--- src/design/flash_seq_pkg.sv ---
`default_nettype none
package flash_seq_pkg;
	localparam int unsigned ADDR_W = 13;
	localparam int unsigned WORD_W = 14;
	localparam int unsigned ROW_LSB = 5;
	localparam int unsigned BLOCK_WORDS = 4;
	localparam logic [7:0] UNLOCK_FIRST = 8'h55;
	localparam logic [7:0] UNLOCK_SECOND = 8'haa;
	localparam logic [1:0] LAST_SLOT = 2'h3;
	localparam logic [13:0] ERASED_WORD = 14'h3fff;
	localparam int unsigned SETUP_CYCLES = 2;
	localparam int unsigned SKIP_CYCLES = 1;
	localparam int unsigned CLOCK_MHZ = 250;
	localparam int unsigned PROGRAM_TIME_US = 2000;
	localparam int unsigned PROGRAM_CYCLES = PROGRAM_TIME_US * CLOCK_MHZ;
	localparam logic [1:0] PROT_NONE = 2'h3;
	localparam logic [1:0] PROT_LOW = 2'h2;
	localparam logic [1:0] PROT_HALF = 2'h1;
	localparam logic [12:0] PROT_LOW_TOP = 13'h00ff;
	localparam logic [12:0] PROT_HALF_TOP = 13'h07ff;
	typedef enum logic [2:0] {
		ST_IDLE,
		ST_SETUP,
		ST_SKIP,
		ST_BUSY,
		ST_DONE
	} seq_state_t;
endpackage : flash_seq_pkg
`default_nettype wire

--- src/design/program_flash_self_erase_write.sv ---
// Function
// - an erase clears one whole 32-word row, nothing smaller
// - erase row comes from the upper 8 address bits; bits 4:0 ignored
// - erase starts only with program select, write enable and erase select set
// - write-start needs 55h then aah to the unlock port first
// - two setup cycles follow an erase start; those instructions are not run
// - erase halts the core about 2 ms while clocks keep running
// - execution resumes at the third instruction after the write-start
// - writes into a protected segment are refused
// - programming uses aligned four-word blocks, never across a boundary
// - four 14-bit holding buffers, picked by the low two address bits
// - low bits not 11 only load a buffer; start bit clears after 1 cycle
// - low bits 11 load last buffer, skip two cycles, halt 2 ms
// - after each long write all buffers become 3fff
// - write-start cannot be set unless write enable is already set
// - the unlock port has no storage; it only feeds the detector
`default_nettype none
module program_flash_self_erase_write #(
	parameter int unsigned PROGRAM_CYCLES = flash_seq_pkg::PROGRAM_CYCLES
) (
	input wire logic clock_in,
	input wire logic rst_in,
	input wire logic [7:0] flash_addr_low_in,
	input wire logic [4:0] flash_addr_high_in,
	input wire logic [7:0] flash_data_low_in,
	input wire logic [5:0] flash_data_high_in,
	input wire logic program_space_select_in,
	input wire logic write_enable_bit_in,
	input wire logic erase_select_in,
	input wire logic write_start_set_in,
	input wire logic unlock_write_in,
	input wire logic [7:0] unlock_data_in,
	input wire logic [1:0] write_protect_config_in,
	output logic write_start_out,
	output logic core_halt_signal_out,
	output logic core_skip_out,
	output logic write_refused_out,
	output logic array_erase_out,
	output logic array_program_out,
	output logic [12:0] array_addr_out,
	output logic [55:0] array_data_out
);
	typedef enum logic [1:0] {
		UL_IDLE,
		UL_GOT_FIRST,
		UL_ARMED
	} unlock_state_t;

	flash_seq_pkg::seq_state_t state_q, state_d;
	unlock_state_t unlock_q, unlock_d;
	logic [31:0] count_q, count_d;
	logic [13:0] buf_q [0:3];
	logic [12:0] addr_q;
	logic erase_q;
	logic start_q;
	logic halt_q;
	logic skip_q;
	logic refused_q;
	logic erase_pulse_q;
	logic prog_pulse_q;

	wire [12:0] full_addr = {flash_addr_high_in, flash_addr_low_in};
	wire [13:0] data_word = {flash_data_high_in, flash_data_low_in};
	wire [1:0] slot = flash_addr_low_in[1:0];
	wire idle = (state_q == flash_seq_pkg::ST_IDLE);
	wire allowed = write_enable_bit_in && program_space_select_in;
	wire armed = (unlock_q == UL_ARMED);
	wire start_ok = write_start_set_in && allowed && armed && idle;
	wire protected_addr = (write_protect_config_in == flash_seq_pkg::PROT_LOW
		&& full_addr <= flash_seq_pkg::PROT_LOW_TOP)
		|| (write_protect_config_in == flash_seq_pkg::PROT_HALF
		&& full_addr <= flash_seq_pkg::PROT_HALF_TOP)
		|| (write_protect_config_in == 2'h0);
	wire do_erase = start_ok && erase_select_in && !protected_addr;
	wire do_load = start_ok && !erase_select_in && !protected_addr;
	wire do_long = do_load && (slot == flash_seq_pkg::LAST_SLOT);
	wire refuse = start_ok && protected_addr;
	wire done = (state_q == flash_seq_pkg::ST_BUSY) && (count_q == 32'h0);
	wire finish = (state_q == flash_seq_pkg::ST_DONE);
	wire [12:0] erase_row = {full_addr[12:flash_seq_pkg::ROW_LSB], 5'h00};
	wire [12:0] block_base = {full_addr[12:2], 2'h0};

	// unlock detector: no stored value, only sequence state
	always_comb begin
		unlock_d = unlock_q;
		if (write_start_set_in) begin
			unlock_d = UL_IDLE;
		end else if (unlock_write_in) begin
			if (unlock_data_in == flash_seq_pkg::UNLOCK_FIRST) begin
				unlock_d = UL_GOT_FIRST;
			end else if (unlock_q == UL_GOT_FIRST
				&& unlock_data_in == flash_seq_pkg::UNLOCK_SECOND) begin
				unlock_d = UL_ARMED;
			end else begin
				unlock_d = UL_IDLE;
			end
		end
	end

	// sequencer: setup/skip cycles, then timed halt
	always_comb begin
		state_d = state_q;
		count_d = count_q;
		case (state_q)
			flash_seq_pkg::ST_IDLE: begin
				if (do_erase) begin
					state_d = flash_seq_pkg::ST_SETUP;
					count_d = 32'(flash_seq_pkg::SETUP_CYCLES - 1);
				end else if (do_long) begin
					state_d = flash_seq_pkg::ST_SKIP;
					count_d = 32'(flash_seq_pkg::SKIP_CYCLES);
				end
			end
			flash_seq_pkg::ST_SETUP: begin
				if (count_q == 32'h0) begin
					state_d = flash_seq_pkg::ST_BUSY;
					count_d = 32'(PROGRAM_CYCLES - 1);
				end else begin
					count_d = count_q - 32'h1;
				end
			end
			flash_seq_pkg::ST_SKIP: begin
				if (count_q == 32'h0) begin
					state_d = flash_seq_pkg::ST_BUSY;
					count_d = 32'(PROGRAM_CYCLES - 1);
				end else begin
					count_d = count_q - 32'h1;
				end
			end
			flash_seq_pkg::ST_BUSY: begin
				if (count_q == 32'h0) begin
					state_d = flash_seq_pkg::ST_DONE;
				end else begin
					count_d = count_q - 32'h1;
				end
			end
			flash_seq_pkg::ST_DONE: begin
				state_d = flash_seq_pkg::ST_IDLE;
			end
			default: begin
				state_d = flash_seq_pkg::ST_IDLE;
			end
		endcase
	end

	always_ff @(posedge clock_in or posedge rst_in) begin
		if (rst_in) begin
			state_q <= flash_seq_pkg::ST_IDLE;
			unlock_q <= UL_IDLE;
			count_q <= 32'h0;
		end else begin
			state_q <= state_d;
			unlock_q <= unlock_d;
			count_q <= count_d;
		end
	end

	// four holding buffers
	genvar i;
	generate
		for (i = 0; i < flash_seq_pkg::BLOCK_WORDS; i++) begin : g_buf
			always_ff @(posedge clock_in or posedge rst_in) begin
				if (rst_in) begin
					buf_q[i] <= flash_seq_pkg::ERASED_WORD;
				end else if (finish && !erase_q) begin
					buf_q[i] <= flash_seq_pkg::ERASED_WORD;
				end else if (do_load && slot == 2'(i)) begin
					buf_q[i] <= data_word;
				end
			end
		end
	endgenerate

	// operation address and kind, captured when an erase or long write starts
	always_ff @(posedge clock_in or posedge rst_in) begin
		if (rst_in) begin
			addr_q <= 13'h0;
			erase_q <= 1'b0;
		end else if (do_erase) begin
			addr_q <= erase_row;
			erase_q <= 1'b1;
		end else if (do_long) begin
			addr_q <= block_base;
			erase_q <= 1'b0;
		end
	end

	// write-start bit
	always_ff @(posedge clock_in or posedge rst_in) begin
		if (rst_in) begin
			start_q <= 1'b0;
		end else if (do_erase || do_long) begin
			start_q <= 1'b1;
		end else if (do_load) begin
			start_q <= 1'b1;
		end else if (done || idle) begin
			start_q <= 1'b0;
		end
	end

	// core stall and skip indications
	always_ff @(posedge clock_in or posedge rst_in) begin
		if (rst_in) begin
			halt_q <= 1'b0;
			skip_q <= 1'b0;
		end else begin
			halt_q <= (state_d == flash_seq_pkg::ST_SETUP)
				|| (state_d == flash_seq_pkg::ST_BUSY);
			skip_q <= (state_d == flash_seq_pkg::ST_SKIP);
		end
	end

	// refusal pulse
	always_ff @(posedge clock_in or posedge rst_in) begin
		if (rst_in) begin
			refused_q <= 1'b0;
		end else begin
			refused_q <= refuse;
		end
	end

	// array strobes; buffers still hold the block while the program strobe stands
	always_ff @(posedge clock_in or posedge rst_in) begin
		if (rst_in) begin
			erase_pulse_q <= 1'b0;
			prog_pulse_q <= 1'b0;
		end else begin
			erase_pulse_q <= done && erase_q;
			prog_pulse_q <= done && !erase_q;
		end
	end

	assign write_start_out = start_q;
	assign core_halt_signal_out = halt_q;
	assign core_skip_out = skip_q;
	assign write_refused_out = refused_q;
	assign array_erase_out = erase_pulse_q;
	assign array_program_out = prog_pulse_q;
	assign array_addr_out = addr_q;
	assign array_data_out = {buf_q[3], buf_q[2], buf_q[1], buf_q[0]};
endmodule : program_flash_self_erase_write
`default_nettype wire

--- config.mk ---
export PLATFORM = sky130hd
export DESIGN_NAME = program_flash_self_erase_write
export DESIGN_NICKNAME = d
export VERILOG_FILES = /design/src/design/flash_seq_pkg.sv /design/src/design/program_flash_self_erase_write.sv
export SDC_FILE = /design/constraint.sdc
export NUM_CORES = 1
export LEC_CHECK = 0
export BUFFER_PORTS_ARGS = -buffer_cell sky130_fd_sc_hd__buf_2
export CORE_MARGIN = 10
export CORE_UTILIZATION = 40
export DETAILED_ROUTE_END_ITERATION = 6
export MAX_ROUTING_LAYER = met4
export SLEW_MARGIN = 20
export SYNTH_ARGS = -nofsm -noshare
export SYNTH_HDL_FRONTEND = slang
export SYNTH_SLANG_ARGS = --single-unit
--- constraint.sdc ---
create_clock -name clock_in -period 3.3 [get_ports clock_in]
set_input_delay 0.66 -clock clock_in [delete_from_list [all_inputs] [get_ports clock_in]]
set_output_delay 0.66 -clock clock_in [all_outputs]
set_load 0.05 [all_outputs]
-- Word level (Yosys, flattened, before mapping)
Index checks and enable logic that the tools add are counted.
Widths: inputs -> output; s select.
- bits in registers: 113
- word-level logic and storage cells: 107
- input bits: 44
- output and inout bits: 75
- reductions and logical operators: 42
- equal/unequal tests: 18
- magnitude comparators: 2
- add/subtract/negate cells: 1
- multiplexer cells: 29
- operators with widths (kind ; count):
    $mux 32 ; 4
    $mux 14 ; 8
    $pmux 32 s3 ; 1
    $logic_not 32->1 ; 1
    $sub 32x1->32 const B ; 1
    $mux 13 ; 2
    $logic_and 1x1->1 ; 20
    $le 13x11->1 const B ; 1
    $le 13x8->1 const B ; 1
    $eq 3x2->1 const B ; 4
    $mux 3 ; 4
    $reduce_bool 2->1 ; 6
    $pmux 3 s3 ; 1
    $eq 2x2->1 const B ; 4
    $eq 8x7->1 const B ; 1
    $eq 8x8->1 const B ; 1
    $mux 2 ; 4
    $eq 2x1->1 const B ; 3
    $eq 3x1->1 const B ; 2
    $reduce_bool 3->1 ; 2
    $logic_or 1x1->1 ; 5
    $mux 1 ; 5
    $logic_not 2->1 ; 2
    $eq 3x3->1 const B ; 1
    6 further kinds ; 8

-- Longest topological paths before layout
- word-level depth: 12
- gate-level depth with buffers: 9
- gate-level depth less buffers: 7

-- Worst setup path before layout
OpenSTA, ideal clock, no wires.
- path kind: input to register
- start point: input port flash_addr_high_in[4]
- end point: register count_q[1]
- setup slack: 0.864 ns
- setup time: 0.128 ns
- data arrival time: 2.309 ns
- required time: 3.172 ns
- path buffers: 1
- stages on the path: 6
- path through: or4_4 -> o32ai_4 -> o41a_1 -> buf_4 -> nor2_2 -> mux2_1
- word-level cells in the longest chain between the ends: 9
- elaborated cells between the ends (all ways): 14
- those cells by class: order compare (2); eq/ne (1); mux (2); reduce/logical (9)
- ends and longest elaborated chain (item ; line ; text):
    start, declared ; program_flash_self_erase_write.sv:24 ; input wire logic [4:0] flash_addr_high_in,
    $le 13x8->1 or $le 13x11->1 (tied branches) ; program_flash_self_erase_write.sv:70, program_flash_self_erase_write.sv:72 ;
    $logic_and 1x1->1 (on tied branches) ; program_flash_self_erase_write.sv:70, program_flash_self_erase_write.sv:72 ;
    $logic_or 1x1->1 (*) ; program_flash_self_erase_write.sv:71 ; || (write_protect_config_in == flash_seq_pkg::PROT_HALF
    $logic_or 1x1->1 (*) ; program_flash_self_erase_write.sv:73 ; || (write_protect_config_in == 2'h0);
    $logic_not 1->1 (*) ; program_flash_self_erase_write.sv:74, program_flash_self_erase_write.sv:75 ;
    $logic_and 1x1->1 ; program_flash_self_erase_write.sv:75 ; wire do_load = start_ok && !erase_select_in && !protected_addr;
    $logic_and 1x1->1 ; program_flash_self_erase_write.sv:76 ; wire do_long = do_load && (slot == flash_seq_pkg::LAST_SLOT);
    $ne 3x1->1 (no source line) ; - ;
    $reduce_and 3->1 (no source line) ; - ;
    end signal, assigned ; program_flash_self_erase_write.sv:154 ; count_q <= count_d;
    end, declared ; program_flash_self_erase_write.sv:51 ; logic [31:0] count_q, count_d;
Mark *: on every way between the ends. The rest lies on a longest branch, timed or not.
A chain may end at the register's enable or synchronous reset.

-- Worst setup path after layout
- start point: register count_q[0]
- end point: register count_q[26]
- word-level cells in the longest chain between the ends: 3
- elaborated cells between the ends (all ways): 7
- those cells by class: add/sub (1); eq/ne (1); mux (3); reduce/logical (2)
- ends and longest elaborated chain (item ; line ; text):
    $sub 32x1->32 or $logic_not 32->1 (tied branches) ; - ;
    $mux 32, or another cell as far along ; program_flash_self_erase_write.sv:131 ; if (count_q == 32'h0) begin
    $pmux 32 s3 or $reduce_and 3->1 (tied branches) ; - ;
Parallel ways exist; a longest one is shown, timed or not. The select of a mux whose other input is x is not followed.

==> reports/results.tsv <==
metric	value	unit
grt ovf	0	
fin crit share	80.97	%
CTS root buffer	clkbuf_16	
Post-synth EDFFs	0	
Crit path required time	3.51	ns
Most used DFF post-synth	dfstp_2	
DR DRC count	0	
final hold vios	0	
Starting Density	41.12	%
Slew Limit Fails	0	
Pwr per Cell Area	391.0	nW/um2
CTS max path bufs	2	
RSZ-0062 raised after global routing	false	
layout cell share with drive strength beyond 1	38.14	%
hold buffers post-CTS	0	
Mapped Cells	506	
Sum Neg Setup Slack	0	ns
CTS buffer count	9	
largest net degree at the start of global routing	112	
DR WL/cell	18.56	um
fin util	49.52	%
count leader, synth	nand2_1	
Slew @ Worst Pin	1.035	ns
core area	13350	um2
post-synthesis sequential area ratio	51.88	%
drt first pass iters	5	
initial antenna violation count	0	
Layout area overhead	20.42	%
top cells by area, synth	dfstp_2 (27%), dfrtp_1 (25%), mux2i_1 (11%)	
vias in the first global route	4574	
Die ar.	18810	um2
CP Capture Type	flip-flop	
most frequent CP cell	a31oi_1	
Max Fclk	374.2	MHz
CTS sink cnt	111	
MaxCap Viol Count	0	
# H-tree levels	3	
outcome	completed	
clock latency on the worst-skew pair	0.35	ns
syn_area_per_cell	10.85	um2
GPL Wtd Cong	0.8915	
Static Leak	2.547	nW
post-CTS setup repair buffer count	0	
die width	137.1	um
delay-heaviest family, CP	simple AND/OR/NAND/NOR gates	
post-route ant nets	0	
gr usage total	16.17	%
largest area contributor in the netlist	dfstp_2	
DP HPWL	10.59	mm
slowest cell on the critical path	or4b_4	
Synth Cell Area	5489	um2
Yosys reg bits	111	
Final min period	2.672	ns
distinct cell type count after synthesis	65	
Post-CTS Resized	0	
yosys warns	0	
final WL	14.84	mm
first-pass GRT wire length	23.92	mm
final hold slack	0.4346	ns
maximum VDD drop	0.2489	mV
final setup skew	0.008463	ns
DRT iter0 DRCs	332	
critical path launch point type	flip-flop	
Worst-path clk slew	0.07	ns
Hold Path Class	reg -> reg	
routed vias/inst	5.504	
die height	137.1	um
Synth top area share	26.81	%
Final nets	664	
ANT cells	0	
Top Ports	119	
critical path class	reg -> reg	
worst endpoint data arrival time	2.88	ns
Post-synth top cells	nand2_1 (68), mux2i_1 (59), dfstp_2 (56)	
PortBufs	116	
routed vias	4403	
max incr delay on CP	0.55	ns
CP Max Fanout	11	
# rows	42	
Final Setup Violations	0	
relative slew slack	30.65	%
Post-synth ARST share	100.0	%
TritonCTS clock tree	done	
worst path buffer plus inverter count	1	
ordered list of cells on the worst path	inv_1, ha_1, or4b_4, nor4_4, a31oi_1, a41oi_1, a31oi_1	
Power Total	2.585	mW
==> area by class of cell <==
cell class	instances	area (um2)
Fill cell	1237	6738
Sequential cell	111	2848
Multi-Input combinational cell	351	2444
Timing Repair Buffer	137	750.7
Clock buffer	12	267.8
Tap cell	176	220.2
Clock inverter	4	42.54
Inverter	9	37.54
==> state kept, by name (all words and copies together), names as in the netlist <==
register              cells
write_refused_out         1
core_skip_out             1
unlock_q                  2
erase_q                   1
array_data_out           56
core_halt_signal_out      1
state_q                   3
array_addr_out           11
array_erase_out           1
count_q                  32
write_start_out           1
array_program_out         1
==> power breakdown <==
part	total [mW]	switching, mW	internal, mW
clock	1.13	0.531	0.599
combinational	0.0917	0.0618	0.0299
sequential	1.36	0.0000110	1.36
==> cells in the final DEF (no fill, tap or decap), types with 7 or more instances in the layout <==
master,n
nand4_1,10
nor3_1,12
o21ai_0,13
nand3_1,14
mux2_2,8
dfrtp_1,55
nor4_1,11
dfstp_2,56
inv_1,8
nor2_1,18
a21oi_1,18
buf_2,116
clkbuf_16,10
nand2_1,68
or3_1,7
buf_4,20
a31oi_1,17
mux2i_1,59
o31ai_1,10
==> cell families after synthesis <==
| logic type | after synthesis | synth area share (%) |
|---|---|---|
| AOI/OAI and AO/OA | 93 | 11.90 |
| xor gates and xnor gates | 2 | 0.3192 |
| adders and majority gates | 1 | 0.2279 |
| buffers and inverters | 45 | 3.875 |
| DFF | 111 | 51.88 |
| muxes | 68 | 12.61 |
| other | 1 | 0.06832 |
| and+or+nand+nor | 185 | 19.12 |
==> path summary, 6_finish.rpt <==
kind | end | cells after the start | startpoint | slack (ns)
max | count_q[26] | 7 | count_q[0] | 0.63
min | array_program_out | 1 | erase_q | 0.43
max reg2reg | count_q[26] | 7 | count_q[0] | 0.63
min reg2reg | array_program_out | 1 | erase_q | 0.43
max in group asynchronous | count_q[17] | 3 | rst_in | 2.38
min in group asynchronous | count_q[5] | 3 | rst_in | 0.44
==> per-stage QoR <==
| step | setup slack, ns | std cells | area, um2 |
|---|---|---|---|
| after global routing | 0.4248 | 800 | 6610 |
| after detailed placement | 0.6175 | 784 | 6300 |
| after floorplan | 0.8637 | 507 | 5497 |
| after CTS | 0.6422 | 800 | 6610 |
| final | 0.6279 | 800 | 6610 |
| after global placement | 0.6722 | 784 | 6300 |
==> per-layer routing <==
layer / part of all wire (%) / routed length (um) / global-route usage [%]
met5: 0 / 0 / -
met4: 1.6 / 232 / 5.386
met3: 5.5 / 821 / 3.409
met2: 47 / 7013 / 25.11
met1: 46 / 6777 / 20.61
Note: power is estimated with default switching activity, not from simulation.
